===== src/common/tid_pkg.sv =====
// Constants, register map and carrier types of the timer interrupt and DMA control block.
//
// Behaviour
// Second compare-0 request before clear sets overrun
// Capture interrupt is OR or AND of captures
// Software sets both capture masks for AND
// Global enable gates every timer interrupt
// Capture-0 DMA mask cleared at block end
// Compare-0 DMA mask cleared at block end
// Capture-0 mask enables end-of-block interrupt under DMA
// Compare-0 mask enables end-of-block interrupt under DMA
// Capture-1, compare-1, wrap masks enable own interrupts
// Counter pointer bit 2 toggles in compare swap
// Pointer bit 1 shows active DMA channel
// Counter pointer bit 0 selects memory or registers
// Address pointer bit 2 toggles in compare swap
// Register-file DMA ignores address pointer except swap
// Segment select picks interrupt or DMA segment
// Vector upper bits programmable, bit 0 zero
// Vector bits 2:1 encode interrupt group
// Capture-0 end-of-block set in swap, else one
// Compare-0 end-of-block set in swap, else one
// Capture DMA source select bit
// Compare DMA destination select bit
// Swap enable covers both DMA channels
// Three priority level bits
// Request needs flag, mask and global enable
package tid_pkg;

   // ****************************************
   // Register indices and byte addresses
   // ****************************************
   localparam logic [7:0] IDX_DMA_COUNT_POINTER = 8'hF0;
   localparam logic [7:0] IDX_DMA_ADDRESS_POINTER = 8'hF1;
   localparam logic [7:0] IDX_TIMER_VECTOR_BASE = 8'hF2;
   localparam logic [7:0] IDX_DMA_CONTROL = 8'hF3;
   localparam logic [7:0] IDX_EOB_PENDING = 8'hF4;
   localparam logic [7:0] IDX_TIMER_FLAG_REG = 8'hFE;
   localparam logic [7:0] IDX_IRQ_DMA_MASK = 8'hFF;
   localparam int ADDR_W = 10;

   // ****************************************
   // Field positions
   // ****************************************
   localparam int FLG_CAP0 = 7;
   localparam int FLG_CAP1 = 6;
   localparam int FLG_CMP0 = 5;
   localparam int FLG_CMP1 = 4;
   localparam int FLG_WRAP = 3;
   localparam int FLG_CAP0_OVR = 2;
   localparam int FLG_CMP0_OVR = 1;
   localparam int FLG_COMBINE = 0;
   localparam int MSK_GLOBAL = 7;
   localparam int MSK_CAP0_DMA = 6;
   localparam int MSK_CAP0_IRQ = 5;
   localparam int MSK_CAP1_IRQ = 4;
   localparam int MSK_CMP0_DMA = 3;
   localparam int MSK_CMP0_IRQ = 2;
   localparam int MSK_CMP1_IRQ = 1;
   localparam int MSK_WRAP_IRQ = 0;
   localparam int CTL_CAP0_EOB = 7;
   localparam int CTL_CMP0_EOB = 6;
   localparam int CTL_CAP_SRC = 5;
   localparam int CTL_CMP_DST = 4;
   localparam int CTL_SWAP = 3;

   // ****************************************
   // Reset values
   // ****************************************
   localparam logic [7:0] RST_FLAG = 8'h00;
   localparam logic [7:0] RST_MASK = 8'h00;
   localparam logic [7:0] RST_CONTROL = 8'hC7;
   localparam logic [5:0] RST_PTR_HI = 6'h00;
   localparam logic [4:0] RST_VEC_HI = 5'h00;

   // ****************************************
   // Vector group codes
   // ****************************************
   typedef enum logic [1:0] {
      GRP_WRAP = 2'b00,
      GRP_UNUSED = 2'b01,
      GRP_CAPTURE = 2'b10,
      GRP_COMPARE = 2'b11
   } tid_group_type;

   // ****************************************
   // Carriers
   // ****************************************
   typedef struct packed {
      logic cap0;
      logic cap1;
      logic cmp0;
      logic cmp1;
      logic wrap;
   } tid_evt_type;

   typedef struct packed {
      logic cap0_eob;
      logic cmp0_eob;
      logic cap0_ack;
      logic cmp0_ack;
   } tid_dma_in_type;

   typedef struct packed {
      logic [7:0] count_ptr;
      logic [7:0] addr_ptr;
      logic use_regfile;
      logic dma_segment_sel;
      logic cap0_req;
      logic cmp0_req;
   } tid_dma_out_type;

   typedef struct packed {
      logic [2:0] priority_level;
      logic capture_dma_source_sel;
      logic compare_dma_dest_sel;
      logic swap_mode_en;
   } tid_cfg_type;

endpackage : tid_pkg


===== src/logic/tid_core.sv =====
// Interrupt and DMA request control of a multifunction timer, with APB register access.
//
// Added by the designer: register access over APB.
`timescale 1ns/1ps
module tid_core
   import tid_pkg::*;
#(
   parameter int PADDR_W = 12
) (
   // Clock, reset, enable
   input wire logic ref_clk,
   input wire logic rstn,
   input wire logic clk_en,
   // APB slave
   input wire logic psel,
   input wire logic penable,
   input wire logic pwrite,
   input wire logic [PADDR_W-1:0] paddr,
   input wire logic [31:0] pwdata,
   output logic [31:0] prdata,
   output logic pready,
   output logic pslverr,
   // Timer datapath events, one-cycle pulses
   input wire tid_evt_type timer_evt,
   // DMA controller handshake
   input wire tid_dma_in_type dma_in,
   output tid_dma_out_type dma_out,
   // Interrupt controller side
   output logic irq_req,
   output logic [7:0] irq_vector,
   output tid_cfg_type cfg
);

   // ****************************************
   // Elaboration check
   // ****************************************
   if (PADDR_W < ADDR_W) begin : g_addr_chk
      $error("tid_core: PADDR_W must be at least 10");
   end

   localparam logic [ADDR_W-1:0] A_DCP = {IDX_DMA_COUNT_POINTER, 2'b00};
   localparam logic [ADDR_W-1:0] A_DAP = {IDX_DMA_ADDRESS_POINTER, 2'b00};
   localparam logic [ADDR_W-1:0] A_VEC = {IDX_TIMER_VECTOR_BASE, 2'b00};
   localparam logic [ADDR_W-1:0] A_CTL = {IDX_DMA_CONTROL, 2'b00};
   localparam logic [ADDR_W-1:0] A_EOB = {IDX_EOB_PENDING, 2'b00};
   localparam logic [ADDR_W-1:0] A_FLG = {IDX_TIMER_FLAG_REG, 2'b00};
   localparam logic [ADDR_W-1:0] A_MSK = {IDX_IRQ_DMA_MASK, 2'b00};

   // ****************************************
   // State
   // ****************************************
   typedef struct packed {
      logic [7:0] timer_flag_reg;
      logic [7:0] irq_dma_mask;
      logic [5:0] dma_count_addr_hi;
      logic dma_region_regfile;
      logic [5:0] dma_addr_loc_hi;
      logic dma_segment_sel;
      logic [4:0] vec_hi;
      tid_group_type vec_grp;
      logic cap0_end_of_block;
      logic cmp0_end_of_block;
      logic capture_dma_source_sel;
      logic compare_dma_dest_sel;
      logic swap_mode_en;
      logic [2:0] priority_level;
      logic eob_pend_cap0;
      logic eob_pend_cmp0;
      logic dma_channel_id;
      logic cap0_req;
      logic cmp0_req;
      logic [7:0] addr_ptr;
      logic seg_out;
      logic irq;
      logic ready;
      logic slverr;
      logic [31:0] rdata;
   } tid_state_type;

   tid_state_type s;
   tid_state_type next_s;
   logic [1:0] rst_sync;
   logic rst_n_int;

   // ****************************************
   // Reset release
   // ****************************************
   always_ff @(posedge ref_clk or negedge rstn) begin
      if (!rstn) begin
         rst_sync <= 2'b00;
      end else begin
         rst_sync <= {rst_sync[0], 1'b1};
      end
   end
   assign rst_n_int = rst_sync[1];

   // ****************************************
   // Decode and read mux
   // ****************************************
   logic [ADDR_W-1:0] addr;
   logic hit;
   logic [7:0] rd_byte;
   logic wr_en;
   logic [7:0] wbyte;

   assign addr = paddr[ADDR_W-1:0];
   assign wr_en = psel & penable & pwrite & s.ready & hit;
   assign wbyte = pwdata[7:0];

   always_comb begin
      hit = 1'b1;
      rd_byte = 8'h00;
      if (paddr[PADDR_W-1:0] != {{(PADDR_W-ADDR_W){1'b0}}, addr}) begin
         hit = 1'b0;
      end else if (addr == A_DCP) begin
         rd_byte = {s.dma_count_addr_hi, s.dma_channel_id, s.dma_region_regfile};
      end else if (addr == A_DAP) begin
         rd_byte = {s.dma_addr_loc_hi, s.dma_channel_id, s.dma_segment_sel};
      end else if (addr == A_VEC) begin
         rd_byte = {s.vec_hi, s.vec_grp, 1'b0};
      end else if (addr == A_CTL) begin
         rd_byte = {s.cap0_end_of_block, s.cmp0_end_of_block, s.capture_dma_source_sel,
                    s.compare_dma_dest_sel, s.swap_mode_en, s.priority_level};
      end else if (addr == A_EOB) begin
         rd_byte = {6'h00, s.eob_pend_cmp0, s.eob_pend_cap0};
      end else if (addr == A_FLG) begin
         rd_byte = s.timer_flag_reg;
      end else if (addr == A_MSK) begin
         rd_byte = s.irq_dma_mask;
      end else begin
         hit = 1'b0;
      end
   end

   // ****************************************
   // Next state
   // ****************************************
   logic cap0_dma_on;
   logic cmp0_dma_on;
   logic cap0_src;
   logic cap1_src;
   logic cmp0_src;
   logic cmp1_src;
   logic wrap_src;
   logic cap_int;
   logic cmp_int;

   assign cap0_dma_on = s.irq_dma_mask[MSK_CAP0_DMA];
   assign cmp0_dma_on = s.irq_dma_mask[MSK_CMP0_DMA];

   always_comb begin
      next_s = s;

      // Interrupt sources; end-of-block pending outlives the DMA mask clear
      cap0_src = (s.eob_pend_cap0 | (~cap0_dma_on & s.timer_flag_reg[FLG_CAP0]))
                 & s.irq_dma_mask[MSK_CAP0_IRQ];
      cap1_src = s.timer_flag_reg[FLG_CAP1] & s.irq_dma_mask[MSK_CAP1_IRQ];
      cmp0_src = (s.eob_pend_cmp0 | (~cmp0_dma_on & s.timer_flag_reg[FLG_CMP0]))
                 & s.irq_dma_mask[MSK_CMP0_IRQ];
      cmp1_src = s.timer_flag_reg[FLG_CMP1] & s.irq_dma_mask[MSK_CMP1_IRQ];
      wrap_src = s.timer_flag_reg[FLG_WRAP] & s.irq_dma_mask[MSK_WRAP_IRQ];
      if (s.timer_flag_reg[FLG_COMBINE]) begin
         cap_int = cap0_src & cap1_src;
      end else begin
         cap_int = cap0_src | cap1_src;
      end
      cmp_int = cmp0_src | cmp1_src;

      // Software writes
      if (wr_en) begin
         if (addr == A_DCP) begin
            next_s.dma_count_addr_hi = wbyte[7:2];
            next_s.dma_region_regfile = wbyte[0];
         end else if (addr == A_DAP) begin
            next_s.dma_addr_loc_hi = wbyte[7:2];
            next_s.dma_segment_sel = wbyte[0];
         end else if (addr == A_VEC) begin
            next_s.vec_hi = wbyte[7:3];
         end else if (addr == A_CTL) begin
            next_s.cap0_end_of_block = wbyte[CTL_CAP0_EOB];
            next_s.cmp0_end_of_block = wbyte[CTL_CMP0_EOB];
            next_s.capture_dma_source_sel = wbyte[CTL_CAP_SRC];
            next_s.compare_dma_dest_sel = wbyte[CTL_CMP_DST];
            next_s.swap_mode_en = wbyte[CTL_SWAP];
            next_s.priority_level = wbyte[2:0];
         end else if (addr == A_EOB) begin
            next_s.eob_pend_cap0 = wbyte[0];
            next_s.eob_pend_cmp0 = wbyte[1];
         end else if (addr == A_FLG) begin
            next_s.timer_flag_reg = wbyte;
         end else if (addr == A_MSK) begin
            next_s.irq_dma_mask = wbyte;
         end
      end

      // Capture 0: DMA request or flag, overrun on a second request
      if (timer_evt.cap0) begin
         if (cap0_dma_on) begin
            if (s.cap0_req) begin
               next_s.timer_flag_reg[FLG_CAP0_OVR] = 1'b1;
            end
            next_s.cap0_req = 1'b1;
            next_s.dma_channel_id = 1'b0;
         end else begin
            if (next_s.timer_flag_reg[FLG_CAP0]) begin
               next_s.timer_flag_reg[FLG_CAP0_OVR] = 1'b1;
            end
            next_s.timer_flag_reg[FLG_CAP0] = 1'b1;
         end
      end

      // Compare 0: overrun when the previous request is still pending
      if (timer_evt.cmp0) begin
         if (cmp0_dma_on) begin
            if (s.cmp0_req) begin
               next_s.timer_flag_reg[FLG_CMP0_OVR] = 1'b1;
            end
            next_s.cmp0_req = 1'b1;
            next_s.dma_channel_id = 1'b1;
         end else begin
            if (next_s.timer_flag_reg[FLG_CMP0]) begin
               next_s.timer_flag_reg[FLG_CMP0_OVR] = 1'b1;
            end
            next_s.timer_flag_reg[FLG_CMP0] = 1'b1;
         end
      end

      if (timer_evt.cap1) begin
         next_s.timer_flag_reg[FLG_CAP1] = 1'b1;
      end
      if (timer_evt.cmp1) begin
         next_s.timer_flag_reg[FLG_CMP1] = 1'b1;
      end
      if (timer_evt.wrap) begin
         next_s.timer_flag_reg[FLG_WRAP] = 1'b1;
      end

      // DMA acknowledges drop the requests
      if (dma_in.cap0_ack && !(timer_evt.cap0 && cap0_dma_on)) begin
         next_s.cap0_req = 1'b0;
      end
      if (dma_in.cmp0_ack && !(timer_evt.cmp0 && cmp0_dma_on)) begin
         next_s.cmp0_req = 1'b0;
      end

      // End of block: hardware clears DMA mask, raises pending interrupt
      if (dma_in.cap0_eob) begin
         next_s.irq_dma_mask[MSK_CAP0_DMA] = 1'b0;
         next_s.eob_pend_cap0 = 1'b1;
         if (s.swap_mode_en) begin
            next_s.cap0_end_of_block = 1'b1;
         end
      end
      if (dma_in.cmp0_eob) begin
         next_s.irq_dma_mask[MSK_CMP0_DMA] = 1'b0;
         next_s.eob_pend_cmp0 = 1'b1;
         if (s.swap_mode_en) begin
            next_s.cmp0_end_of_block = 1'b1;
            next_s.dma_count_addr_hi[0] = ~s.dma_count_addr_hi[0];
            next_s.dma_addr_loc_hi[0] = ~s.dma_addr_loc_hi[0];
         end
      end

      // End-of-block bits held at one outside swap mode
      if (!next_s.swap_mode_en) begin
         next_s.cap0_end_of_block = 1'b1;
         next_s.cmp0_end_of_block = 1'b1;
      end

      // Interrupt request and vector group
      next_s.irq = s.irq_dma_mask[MSK_GLOBAL] & (cap_int | cmp_int | wrap_src);
      if (cap_int) begin
         next_s.vec_grp = GRP_CAPTURE;
      end else if (cmp_int) begin
         next_s.vec_grp = GRP_COMPARE;
      end else if (wrap_src) begin
         next_s.vec_grp = GRP_WRAP;
      end

      // Pointer outputs registered from the next values
      if (next_s.dma_region_regfile) begin
         next_s.addr_ptr = {5'h00, next_s.swap_mode_en & next_s.dma_addr_loc_hi[0], 2'b00};
      end else begin
         next_s.addr_ptr = {next_s.dma_addr_loc_hi, next_s.dma_channel_id, next_s.dma_segment_sel};
      end
      next_s.seg_out = ~next_s.dma_region_regfile & next_s.dma_segment_sel;

      // APB: no wait state, answer prepared in the setup cycle
      next_s.ready = 1'b0;
      next_s.slverr = 1'b0;
      if (psel && !penable && !s.ready) begin
         next_s.ready = 1'b1;
         next_s.slverr = ~hit;
         next_s.rdata = {24'h000000, rd_byte};
      end
   end

   // ****************************************
   // Registers
   // ****************************************
   always_ff @(posedge ref_clk or negedge rst_n_int) begin
      if (!rst_n_int) begin
         s <= '0;
         s.timer_flag_reg <= RST_FLAG;
         s.irq_dma_mask <= RST_MASK;
         s.dma_count_addr_hi <= RST_PTR_HI;
         s.dma_addr_loc_hi <= RST_PTR_HI;
         s.vec_hi <= RST_VEC_HI;
         s.vec_grp <= GRP_WRAP;
         s.cap0_end_of_block <= RST_CONTROL[CTL_CAP0_EOB];
         s.cmp0_end_of_block <= RST_CONTROL[CTL_CMP0_EOB];
         s.capture_dma_source_sel <= RST_CONTROL[CTL_CAP_SRC];
         s.compare_dma_dest_sel <= RST_CONTROL[CTL_CMP_DST];
         s.swap_mode_en <= RST_CONTROL[CTL_SWAP];
         s.priority_level <= RST_CONTROL[2:0];
      end else if (clk_en) begin
         s <= next_s;
      end
   end

   // ****************************************
   // Outputs
   // ****************************************
   assign prdata = s.rdata;
   assign pready = s.ready;
   assign pslverr = s.slverr;
   assign irq_req = s.irq;
   assign irq_vector = {s.vec_hi, s.vec_grp, 1'b0};
   assign cfg.priority_level = s.priority_level;
   assign cfg.capture_dma_source_sel = s.capture_dma_source_sel;
   assign cfg.compare_dma_dest_sel = s.compare_dma_dest_sel;
   assign cfg.swap_mode_en = s.swap_mode_en;
   assign dma_out.count_ptr = {s.dma_count_addr_hi, s.dma_channel_id, s.dma_region_regfile};
   assign dma_out.addr_ptr = s.addr_ptr;
   assign dma_out.use_regfile = s.dma_region_regfile;
   assign dma_out.dma_segment_sel = s.seg_out;
   assign dma_out.cap0_req = s.cap0_req;
   assign dma_out.cmp0_req = s.cmp0_req;

endmodule : tid_core


===== config.mk =====
export PLATFORM = sky130hd
export DESIGN_NAME = tid_core
export DESIGN_NICKNAME = d
export VERILOG_FILES = /design/src/common/tid_pkg.sv /design/src/logic/tid_core.sv
export SDC_FILE = /design/constraint.sdc
export NUM_CORES = 1
export LEC_CHECK = 0
export BUFFER_PORTS_ARGS = -buffer_cell sky130_fd_sc_hd__buf_2
export CORE_ASPECT_RATIO = 0.7
export CORE_MARGIN = 1.5
export CORE_UTILIZATION = 45
export CTS_CLUSTER_DIAMETER = 30
export DETAILED_ROUTE_END_ITERATION = 8
export GPL_TIMING_DRIVEN = 0
export HOLD_SLACK_MARGIN = 0.05
export PLACE_DENSITY_LB_ADDON = 0.25
export SLEW_MARGIN = 20
export SYNTH_ARGS = -nofsm -noshare
export SYNTH_HDL_FRONTEND = slang
export SYNTH_SLANG_ARGS = --single-unit

===== constraint.sdc =====
create_clock -name ref_clk -period 4.3 [get_ports ref_clk]
set_clock_uncertainty 0.2 [all_clocks]
set_input_delay 1.075 -clock ref_clk [delete_from_list [all_inputs] [get_ports ref_clk]]
set_output_delay 1.075 -clock ref_clk [all_outputs]
set_load 0.05 [all_outputs]

# After elaboration in Yosys (flattened, before gate mapping)

Index checks and enable logic that the tools add are counted.

Flip-flop bits (word level): 72
Bits in latches: 0
RAM bits: 0
ROM bits: 0
Input port bits: 59
Output and inout port bits: 69
Logic and storage cells: 223
Memories: 0

$add $sub $neg: 0
Multipliers: 0
Div/mod/pow operators: 0
$lt $le $gt $ge: 0
Eq/ne operators: 34
Shift operators: 0
Multiplexer cells: 79
Bitwise logic cells: 33
Reduce and logical (&&, ||, !) cells: 44

Operator list:

| cell                   | count |
|---|---|
| $mux W8                | 13 |
| $mux W16               | 5 |
| $eq A10 B10 Y1 const B | 7 |
| $ne A2 B2 Y1 const B   | 27 |
| $mux W1                | 42 |
| $mux W10               | 4 |
| $mux W35               | 1 |
| $mux W34               | 1 |
| $reduce_bool A2 Y1     | 17 |
| $reduce_and A8 Y1      | 4 |
| $reduce_and A9 Y1      | 3 |
| $mux W2                | 8 |
| $and A1 B1 Y1          | 15 |
| $mux W7                | 2 |
| $reduce_and A7 Y1      | 2 |
| $mux W12               | 1 |
| $not A1 Y1             | 12 |
| $mux W5                | 2 |
| $reduce_and A3 Y1      | 3 |
| $logic_and A1 B1 Y1    | 6 |
| $or A1 B1 Y1           | 6 |
| $reduce_and A6 Y1      | 1 |
| $reduce_and A5 Y1      | 1 |
| $logic_not A1 Y1       | 4 |
| other kinds (2)        | 3 |

# Depth between registers and ports, before layout

Gate-level depths: netlist of the first run.

Depth in word-level cells: 15
Depth in mapped cells: 7
Mapped depth without buffers: 5

# Worst setup path after synthesis of the first run

No wires, ideal clock.

Path kind: in2reg
From: input port paddr[5]
To: register s, in the netlist dma_out[6]
Library setup time: 0.118 ns
Arrival: 2.622 ns
Required time: 3.982 ns
Slack: 1.360 ns
Stages on the path: 6
Path buffers: 1
Path through: clkbuf_8 > or4b_4 > nor4_4 > mux2i_1 > a32oi_1 > a21o_1

Longest elaborated chain between the ends: 15
Elaborated cells between the ends (all ways): 29
Those cells by class: 7 x eq/ne; 20 x mux; 2 x bitwise

RTL lines:

| element                | line            | text |
|---|---|---|
| start: declaration     | tid_core.sv:18  | `input wire logic [PADDR_W-1:0] paddr,` |
| $eq A10 B10 Y1         | tid_core.sv:128 | `end else if (addr == A_MSK) begin` |
| $mux W1                | tid_core.sv:128 |  |
| $mux W1                | tid_core.sv:126 | `end else if (addr == A_FLG) begin` |
| $mux W1                | tid_core.sv:124 | `end else if (addr == A_EOB) begin` |
| $mux W1                | tid_core.sv:121 | `end else if (addr == A_CTL) begin` |
| $mux W1                | tid_core.sv:119 | `end else if (addr == A_VEC) begin` |
| $mux W1                | tid_core.sv:117 | `end else if (addr == A_DAP) begin` |
| $mux W1                | tid_core.sv:115 | `end else if (addr == A_DCP) begin` |
| $mux W1                | tid_core.sv:113 | `if (paddr[PADDR_W-1:0] != {{(PADDR_W-ADDR_W){1'b0}}, addr}) begin` |
| $and A1 B1 Y1          | tid_core.sv:107 | `assign wr_en = psel & penable & pwrite & s.ready & hit;` |
| $mux W35               | tid_core.sv:170 | `if (wr_en) begin` |
| $mux W1                | tid_core.sv:257 | `if (s.swap_mode_en) begin` |
| $mux W1                | tid_core.sv:254 | `if (dma_in.cmp0_eob) begin` |
| $and A1 B1 Y1          | tid_core.sv:282 | `next_s.addr_ptr = {5'h00, next_s.swap_mode_en & next_s.dma_addr_loc_hi[0], 2'b00};` |
| $mux W8 *              | tid_core.sv:281 | `if (next_s.dma_region_regfile) begin` |
| end signal: assignment | tid_core.sv:317 | `s <= next_s;` |
| end: declaration       | tid_core.sv:80  | `tid_state_type s;` |

Every way passes the cells marked *; elsewhere a longest branch is shown, timed or not. The select of a mux whose other input is x is not followed.
A chain may end at the register's enable or synchronous reset.

# Final worst setup path of the first run

From: input port paddr[0]
To: register s, in the netlist cfg[2]

Longest elaborated chain between the ends: 11
Elaborated cells between the ends (all ways): 20
Those cells by class: 7 x eq/ne; 8 x mux; 4 x bitwise; 1 x reduce/logical

RTL lines:

| element                       | line |
|---|---|
| $eq A10 B10 Y1                | tid_core.sv:128 |
| $mux W1                       | tid_core.sv:128 |
| $mux W1                       | tid_core.sv:126 |
| $mux W1                       | tid_core.sv:124 |
| $mux W1                       | tid_core.sv:121 |
| $mux W1                       | tid_core.sv:119 |
| $mux W1                       | tid_core.sv:117 |
| $mux W1                       | tid_core.sv:115 |
| $mux W1                       | tid_core.sv:113 |
| $and A1 B1 Y1                 | tid_core.sv:107 |
| $reduce_and A6 Y1 (no line) * | - |

Every way passes the cells marked *; elsewhere a longest branch is shown, timed or not.

==> results_dict.tcl, run 1 <==
set metrics [dict create \
    status "complete, no violations" \
    syn_area_sq_um 4290 \
    vias 3489 \
    grt_max_degree 49 \
    postSynth.asyncResetShare 1.00 \
    drt_first_pass_iters 5 \
    worstMarginPinSlew_ps 886 \
    grt-ovfl-total 0 \
    synth_ff_type "dfrtp_1" \
    final_antenna_net_count 0 \
    netlist.area_leader.share 0.385 \
    hold_ws_ps 120 \
    htree_levels 3 \
    areaGrowthSynthToFinish_pct 22.4 \
    netSwitchingFraction 0.276 \
    crit_start "paddr[0]" \
    port_buffers 75 \
    crit_required_ps 4310 \
    endpoint_kind "flip-flop" \
    clockBufferDepth 2 \
    cts_tree "built" \
    die_width_microns 120 \
    grt_usage 0.246 \
    fin_crit_ps 3230 \
    final_common_cell "buf_2" \
    root_buffer "clkbuf_16" \
    globalplace.congestion 0.896 \
    row_count 29 \
    critPathKind "in -> reg" \
    via_per_inst 5.36 \
    numCtsBuffers 9 \
    clk_pin_slew_worst_paths_ps 60 \
    final_cell_mix "buf_2 (79), buf_4 (66), dfrtp_1 (65)" \
    wirelength_mm 11.9 \
    p_comb_frac 0.139 \
    p_sw_w 0.000459 \
    cp-start-kind "input pin" \
    p_int_w 0.00120 \
    initialDrtViolationCount 274 \
    drive_gt1_frac 0.435 \
    synthTopCellsByArea "dfrtp_1 (38%), buf_4 (12%), mux2_2 (9.7%), mux4_2 (3.1%), dfstp_2 (3.1%)" \
    timing_hold_violations_final 0 \
    rsz0062_at_grt "false" \
    synth_edf_count 0 \
    nNetsFinal 581 \
    drv_cap 0 \
    diodes 0 \
    max_slew_margin 0.407 \
    post-route-worst-setup-slack_ps 1070 \
    leakage_nw 2.68 \
    fin_cells 651 \
    grt_pass1_wl_mm 18.5 \
    yosysWarnings 0 \
    fin_crit_sh 0.751 \
    yosys.area.top_type "dfrtp_1" \
    clkLatencyLatePin_ps 340 \
    pre_cts_slack_ps 745 \
    hold_path.class "reg -> async" \
    post_cts_buffers 0 \
    drv_slew 0 \
    irDropWorstVdd_mv 0.240 \
    syn_inst 410 \
    ys_seq_elements 71 \
    syn_area_per_cell_sq_um 10.5 \
    crit_chain "buf_2 > nand4bb_4 > or2_2 > nor3_2 > nand4_1 > mux2_2" \
    dp_cells 634 \
    hpwlAfterDp_mm 8.80 \
    yosysSeqAreaShare 0.415 \
    worst-path-max-fanout 6 \
    synth.distinct_cells 56 \
    share_seq_of_total_power 0.415 \
    power_density_nw_per_um2 317 \
    fmax_mhz 310 \
    grt_pass1_vias 3282 \
    antenna_found_initial 0 \
    crit_arrival_ps 3250 \
    clock_sinks 71 \
    io_pins 128 \
    start_util 0.467 \
    core_area_sq_um 9180 \
    die_h_microns 84.7 \
    cpMaxStageDelayCell "nand4_1" \
    cp_slowest_stage_delay_ps 590 \
    critPathTopFamily "simple AND/OR/NAND/NOR gates" \
    r2r-start "pready$_DFFE_PN0P_" \
    wire_per_inst_microns 18.3 \
    drc 0 \
    path_buf_inv 1 \
    fillCellCount 834 \
    die_area_sq_um 10100 \
    finalSetupViolCount 0 \
    clockPowerShare 0.446 \
    r2r_slack_ps 1750 \
    setup_tns_ps 0 \
]
stage by stage:
stage	power [W]	area [sq um]	util
floorplan	0.000863	4380	-
global placement	0.000923	4910	0.535
detailed placement	0.000928	4940	0.539
CTS	0.00167	5250	0.572
global route	0.00173	5250	0.572
finish	0.00166	5250	0.572
Yosys cell counts (all sizes together), types with 2 or more instances:
cell type  instances
a21o               9
a21oi             20
a22o               5
a22oi              7
a31oi              4
a32o               2
and3               3
buf               75
clkbuf             9
conb               2
dfrtp             66
dfstp              5
inv               11
mux2              38
mux2i             12
mux4               6
nand2             34
nand2b             7
nand3              5
nand4              7
nand4bb            2
nor2              10
nor2b              5
nor3              11
nor4               3
o21a               5
o21ai             20
o22ai              2
o2bb2ai            2
o31ai              2
o32a               4
or2                2
or4                2
or4b               2
power by group through the flow:
stage                     sequential [W]  clock [W]  combinational (W)
after floorplan                 0.000712          0           0.000151
after global placement          0.000712          0           0.000211
after detailed placement        0.000705          0           0.000224
after CTS                       0.000689   0.000753           0.000229
after global routing            0.000691   0.000788           0.000247
final                           0.000690   0.000742           0.000231
worst reg2reg max path: stages, from the launching register on:
cell and delay [ps]:
dfrtp_1 380, and4_1 270, nand2_1 190, nor3_2 330, nand4_1 590, mux2_2 490
cell families (layout without fill, tap and decap cells):
group,count (synthesis),after routing,synth area share
flip-flops,71,71,0.415
multiplexers,56,56,0.160
other,2,26,0.00175
AND/OR/NAND/NOR,99,99,0.136
buffers and inverters,95,188,0.152
AO/OA/AOI/OAI,86,86,0.131
adder cells (fa/ha/maj),1,1,0.00233
final timing paths:
check | depth (start not counted) | end
max | 6 | cfg[2]$_DFFE_PN0P_
min | 0 | s[55]$_DFFE_PN1P_
max reg2reg | 5 | cfg[2]$_DFFE_PN0P_
min reg2reg | 0 | s[55]$_DFFE_PN1P_
max in group asynchronous | 1 | dma_out[6]$_DFFE_PN0P_
min in group ref_clk | 0 | rst_sync[1]$_DFF_PN0_
sequential cells by signal (all words and copies together), names as in the netlist:
signal	cells
rst_sync	2
pslverr	1
cap0_dma_on	1
cfg	6
prdata	8
irq_vector	7
pready	1
dma_out	18
irq_req	1
s	25
cmp0_dma_on	1
layer usage:
metal	track usage	vias up	share of wire
li1	-	1614	-
met1	0.369	1675	0.45
met2	0.353	186	0.44
met3	0.0754	14	0.098
met4	0.0476	0	0.0089
met5	0	-	0
timing repair:
item,CTS,global route
hold buffers,1,0
resized for setup,0,0
hold endpoints to repair,19,0
layout make-up:
| cell class | count | area, sq um | area share |
|---|---|---|---|
| multi-input combinational | 268 | 1940 | 0.370 |
| tap | 124 | 155 | 0.0295 |
| timing repair buffer | 77 | 413 | 0.0786 |
| buffer | 84 | 613 | 0.117 |
| inverter | 11 | 41.3 | 0.00786 |
| clock inverter | 7 | 72.6 | 0.0138 |
| sequential | 71 | 1790 | 0.340 |
| clock buffer | 9 | 225 | 0.0429 |
Note: power is estimated with default switching activity, not from simulation.
==> inputs of run 2 (changes only) <==
--- a/config.mk
+++ b/config.mk
@@ -5,6 +5,7 @@
 export SDC_FILE = /design/constraint.sdc
 export NUM_CORES = 1
 export LEC_CHECK = 0
+export ABC_AREA = 1
 export BUFFER_PORTS_ARGS = -buffer_cell sky130_fd_sc_hd__buf_2
 export CORE_ASPECT_RATIO = 0.7
 export CORE_MARGIN = 1.5
==> constraint.sdc (replaced) <==
create_clock -name ref_clk -period 2.65 [get_ports ref_clk]
set_clock_uncertainty 0.2 [all_clocks]
set_input_delay 0.6625 -clock ref_clk [delete_from_list [all_inputs] [get_ports ref_clk]]
set_output_delay 0.6625 -clock ref_clk [all_outputs]
set_load 0.05 [all_outputs]
==> results_dict.tcl, run 2 <==
set metrics [dict create \
    syn_area_per_cell_sq_um 7.40 \
    netSwitchingFraction 0.304 \
    power_density_nw_per_um2 578 \
    die_area_sq_um 10300 \
    antenna_found_initial 0 \
    clockBufferDepth 2 \
    syn_area_sq_um 4340 \
    fin_crit_ps 2600 \
    yosysWarnings 0 \
    crit_required_ps 2700 \
    yosysSeqAreaShare 0.411 \
    pre_cts_slack_ps -221 \
    hold_path.class "reg -> async" \
    synth_edf_count 0 \
    yosys.area.top_type "dfrtp_1" \
    met1_usage 0.396 \
    fin_crit_sh 0.981 \
    htree_levels 3 \
    r2r-start "pready$_DFFE_PN0P_" \
    cp-start-kind "input pin" \
    top_register "s" \
    netlist.area_leader.share 0.380 \
    status "complete, no violations" \
    irDropWorstVdd_mv 0.370 \
    critPathKind "in -> reg" \
    worstMarginPinSlew_ps 773 \
    largest_reg_flops 25 \
    core_area_sq_um 9220 \
    die_width_microns 120 \
    areaGrowthSynthToFinish_pct 23.6 \
    drt_first_pass_iters 6 \
    worst-path-max-fanout 8 \
    wirelength_mm 13.2 \
    grt_pass1_wl_mm 20.4 \
    grt_usage 0.265 \
    final_antenna_net_count 0 \
    yosys-top-cells-count "nand2_1 (167), buf_4 (67), dfrtp_1 (66)" \
    clockPowerShare 0.427 \
    globalplace.congestion 0.936 \
    gr-usage-met2 0.381 \
    rr_worst_depth 7 \
    vias 4320 \
    p_sw_w 0.000944 \
    grt_pass1_vias 3788 \
    fmax_mhz 385 \
    root_buffer "clkbuf_16" \
    crit_chain "buf_2 > nand2_1 > nor2_4 > nand2_1 > nor2_1 > nand4_1 > nand2_1 > nand3_1 > o21ai_0" \
    crit_arrival_ps 2650 \
    drc 0 \
    row_count 29 \
    clkLatencyLatePin_ps 340 \
    port_buffers 77 \
    synth_ff_type "dfrtp_1" \
    synth.distinct_cells 40 \
    worstReg2RegEnd "dma_out[9]$_DFFE_PN0P_" \
    finalSetupViolCount 0 \
    final_cell_mix "nand2_1 (166), buf_2 (78), buf_4 (70)" \
    max_slew_margin 0.485 \
    cp_slowest_stage_delay_ps 480 \
    r2r_slack_ps 380 \
    path_buf_inv 1 \
    cpMaxStageDelayCell "nor2_1" \
    hpwlAfterDp_mm 10.0 \
    drv_cap 0 \
    grt-ovfl-total 0 \
    synthTopCellsByArea "dfrtp_1 (38%), nand2_1 (14%), buf_4 (12%), o21ai_0 (5.3%), inv_1 (4.8%)" \
    clk_pin_slew_worst_paths_ps 60 \
    grtUsageMet3 0.0712 \
    die_h_microns 85.2 \
    start_util 0.471 \
    drive_gt1_frac 0.274 \
    yosys.cell_count.top_type "nand2_1" \
    grt_max_degree 43 \
    syn_inst 587 \
    ys_seq_elements 71 \
    share_seq_of_total_power 0.386 \
    rsz0062_at_grt "true" \
    cts_tree "built" \
    diodes 0 \
    endpoint_kind "flip-flop" \
    timing_hold_violations_final 0 \
    postSynth.asyncResetShare 1.00 \
    fin_util 0.582 \
    cp_common_cell "nand2_1" \
    initialDrtViolationCount 400 \
    p_int_w 0.00216 \
    io_pins 128 \
    via_per_inst 5.19 \
    post-route-worst-setup-slack_ps 49.7 \
    numCtsBuffers 9 \
    leakage_nw 2.94 \
    nNetsFinal 763 \
    wire_per_inst_microns 15.9 \
    top_usage_layer "met1" \
    clock_sinks 71 \
    critPathTopFamily "simple AND/OR/NAND/NOR gates" \
    drv_slew 0 \
    p_comb_frac 0.187 \
    final_common_cell "nand2_1" \
]
==> run 2: cell type report <==
type	instances	area, sq um
Tap cell	124	155
Fill cell	868	3850
Multi-Input combinational cell	401	1890
Clock buffer	11	243
Timing Repair Buffer	82	438
Inverter	60	228
Sequential cell	71	1790
Clock inverter	5	81.3
Buffer	79	549
==> run 2: metrics by stage <==
stage	instances	hold slack (ps)	instance area, sq um	setup TNS [ps]	power (W)
floorplan	611	131	4430	0	0.00164
global placement	812	140	4970	-41940	0.00177
detailed placement	813	78.6	5000	-7050	0.00179
CTS	830	83.2	5330	0	0.00311
global route	833	107	5370	-274	0.00321
finish	833	69.6	5370	0	0.00310
==> run 2: timing repair <==
action	in CTS	in global routing
hold endpoints to repair	2	0
endpoints found under the setup margin	0	34
resized for setup	0	4
hold buffers	1	0
setup buffers	0	3
==> run 2: power groups by stage <==
| stage | registers, W | logic, W | clock network, W |
|---|---|---|---|
| 3_5_place_dp | 0.00122 | 0.000570 | 0 |
| 4_1_cts | 0.00120 | 0.000574 | 0.00133 |
| 6_report | 0.00120 | 0.000580 | 0.00133 |
| 2_1_floorplan | 0.00121 | 0.000424 | 0 |
| 3_3_place_gp | 0.00122 | 0.000547 | 0 |
| 5_1_grt | 0.00121 | 0.000622 | 0.00138 |
==> run 2: kinds of logic after synthesis <==
family / count (synthesis) / synth area share
other cells: 2 / 0.00173
simple gates: 264 / 0.269
compound gates: 111 / 0.140
buf+inv: 139 / 0.179
flops: 71 / 0.411
==> run 2: metal layers <==
layer / share of wire / routed length [microns]
met1: 0.47 / 6240
met5: 0 / 0
met3: 0.097 / 1290
met2: 0.42 / 5530
met4: 0.014 / 191
==> run 2: worst reg2reg max path, delay by kind of cell, from the launching register on <==
kind	cells	cell delay, ps
DFF	1	370
buffers and inverters	2	470
AOI/OAI and AO/OA	1	240
and+or+nand+nor	4	890
==> run 2: how the worst max path moves through the flow <==
stage                                startpoint                       to  slack [ps]  cells past startpoint
after floorplan                        paddr[8]        s[82]$_DFFE_PN0P_         290                     12
after global placement    rst_sync[1]$_DFF_PN0_  dma_out[11]$_DFFE_PN0P_        -580                      0
after detailed placement               paddr[8]        s[70]$_DFFE_PN0P_        -220                     12
after CTS                              paddr[8]  dma_out[11]$_DFFE_PN0P_         110                      9
after global routing                   paddr[2]        s[82]$_DFFE_PN0P_         -40                     14
final                                  paddr[8]   dma_out[9]$_DFFE_PN0P_          50                      9
==> inputs of run 3 (changes only) <==
==> constraint.sdc (replaced) <==
create_clock -name ref_clk -period 2.8 [get_ports ref_clk]
set_clock_uncertainty 0.2 [all_clocks]
set_input_delay 0.7 -clock ref_clk [delete_from_list [all_inputs] [get_ports ref_clk]]
set_output_delay 0.7 -clock ref_clk [all_outputs]
set_load 0.05 [all_outputs]
==> results_dict.tcl, run 3 (synthesis gave the netlist of run 2 again) <==
set metrics [dict create \
    areaGrowthSynthToFinish_pct 22.8 \
    cts_resized 0 \
    drive_gt1_frac 0.266 \
    start_util 0.471 \
    wirelength_mm 13.2 \
    drv_slew 0 \
    fillCellCount 868 \
    rr_worst_depth 7 \
    power_density_nw_per_um2 551 \
    pre_cts_slack_ps -108 \
    drc 0 \
    post-route-worst-setup-slack_ps 192 \
    p_comb_frac 0.186 \
    critPathKind "in -> reg" \
    cts_tree "built" \
    r2r-start "pready$_DFFE_PN0P_" \
    clock_sinks 71 \
    top_register "s" \
    largest_reg_flops 25 \
    hold_path.class "reg -> async" \
    max_slew_margin 0.473 \
    final_cell_mix "nand2_1 (167), buf_2 (78), buf_4 (67)" \
    finish.instance_area_sq_um 5330 \
    die_h_microns 85.2 \
    core_area_sq_um 9220 \
    port_buffers 77 \
    hold_ws_ps 70.3 \
    p_sw_w 0.000892 \
    placed_area_sq_um 5000 \
    cp_slowest_stage_delay_ps 490 \
    cpMaxStageDelayCell "nor2_1" \
    initialDrtViolationCount 369 \
    crit_start "paddr[8]" \
    clockPowerShare 0.427 \
    irDropWorstVdd_mv 0.352 \
    nNetsFinal 760 \
    rsz0062_at_grt "false" \
    fin_crit_ps 2610 \
    leakage_nw 2.93 \
    worstMarginPinSlew_ps 791 \
    worstReg2RegEnd "dma_out[11]$_DFFE_PN0P_" \
    clockBufferDepth 2 \
    diodes 0 \
    drt_first_pass_iters 5 \
    via_per_inst 5.22 \
    clkLatencyLatePin_ps 340 \
    clk_pin_slew_worst_paths_ps 60 \
    cp_common_cell "nand2_1" \
    hpwlAfterDp_mm 10.0 \
    grt_pass1_wl_mm 20.4 \
    final_antenna_net_count 0 \
    p_int_w 0.00204 \
    drv_cap 0 \
    timing_hold_violations_final 0 \
    htree_levels 3 \
    endpoint_kind "flip-flop" \
    globalplace.congestion 0.936 \
    antenna_found_initial 0 \
    vias 4332 \
    wire_per_inst_microns 16.0 \
    share_seq_of_total_power 0.387 \
    grt-ovfl-total 0 \
    crit_required_ps 2860 \
    cp-start-kind "input pin" \
    finalSetupViolCount 0 \
    netSwitchingFraction 0.304 \
    die_width_microns 120 \
    final_common_cell "nand2_1" \
    crit_arrival_ps 2670 \
    grt_pass1_vias 3788 \
    r2r_slack_ps 540 \
    status "complete, no violations" \
    worst-path-max-fanout 8 \
    fin_crit_sh 0.931 \
    crit_chain "buf_2 > nand2_1 > nor2_4 > nand2_1 > nor2_1 > nand4_1 > nand2_1 > nand3_1 > o21ai_0" \
    die_area_sq_um 10300 \
    io_pins 128 \
    finalPower_w 0.00294 \
    grt_usage 0.265 \
    grt_max_degree 43 \
    row_count 29 \
    fmax_mhz 384 \
    fin_util 0.578 \
    numCtsBuffers 9 \
    root_buffer "clkbuf_16" \
]
-- run 3: changes by cell type in the layout (fill, tap and decap cells not counted) --
| cell | delta |
|---|---|
| nor2_1 | +1 |
| nand3_2 | -1 |
| nand2_2 | -1 |
| nand2_1 | +1 |
| nor2_4 | -1 |
| nand3_1 | +1 |
| buf_4 | -3 |
-- run 3: per-layer routing --
layer	vias up	track usage	wire, microns
met5	-	0	0
met4	0	0.0684	182
met3	20	0.0712	1310
met2	248	0.381	5540
met1	2013	0.396	6210
li1	2051	-	-
-- run 3: power groups by stage --
stage	clock, W	sequential [W]	combinational [W]
floorplan	0	0.00115	0.000401
global placement	0	0.00116	0.000518
detailed placement	0	0.00115	0.000539
CTS	0.00126	0.00113	0.000543
global route	0.00130	0.00114	0.000588
finish	0.00125	0.00114	0.000547
-- run 3: through the flow --
stage,cells,TNS (ps)
after floorplan,611,0
after global placement,812,-27980
after detailed placement,813,-2030
after CTS,830,0
after global routing,830,0
final,830,0
-- run 3: critical path, delay by kind of cell --
family          cells  cell delay [ps]
compound gates      1              200
simple gates        7             1680
buf+inv             1               70
-- run 3: worst max path at each step --
stage                              end  slack (ps)  cells after the start
2_1_floorplan        s[82]$_DFFE_PN0P_         410                     12
3_5_place_dp         s[70]$_DFFE_PN0P_        -110                     12
4_1_cts        dma_out[11]$_DFFE_PN0P_         220                      9
3_3_place_gp   dma_out[11]$_DFFE_PN0P_        -430                      0
6_report       dma_out[11]$_DFFE_PN0P_         190                      9
5_1_grt        dma_out[17]$_DFFE_PN0P_          20                     13
-- run 3: timing repair --
| item | CTS | global route |
|---|---|---|
| endpoints found under the hold margin | 2 | 0 |
| hold buffers | 1 | 0 |
| buffers inserted | 0 | 0 |
-- run 3: layout make-up --
type | count | area [sq um] | share of cell area
repair buffers | 79 | 415 | 0.0779
flip-flops and latches | 71 | 1790 | 0.335
clock buffers | 11 | 243 | 0.0455
plain buffers | 79 | 549 | 0.103
inverters | 60 | 228 | 0.0427
well taps | 124 | 155 | 0.0291
clock inverters | 5 | 81.3 | 0.0153
multi-input cells | 401 | 1870 | 0.351
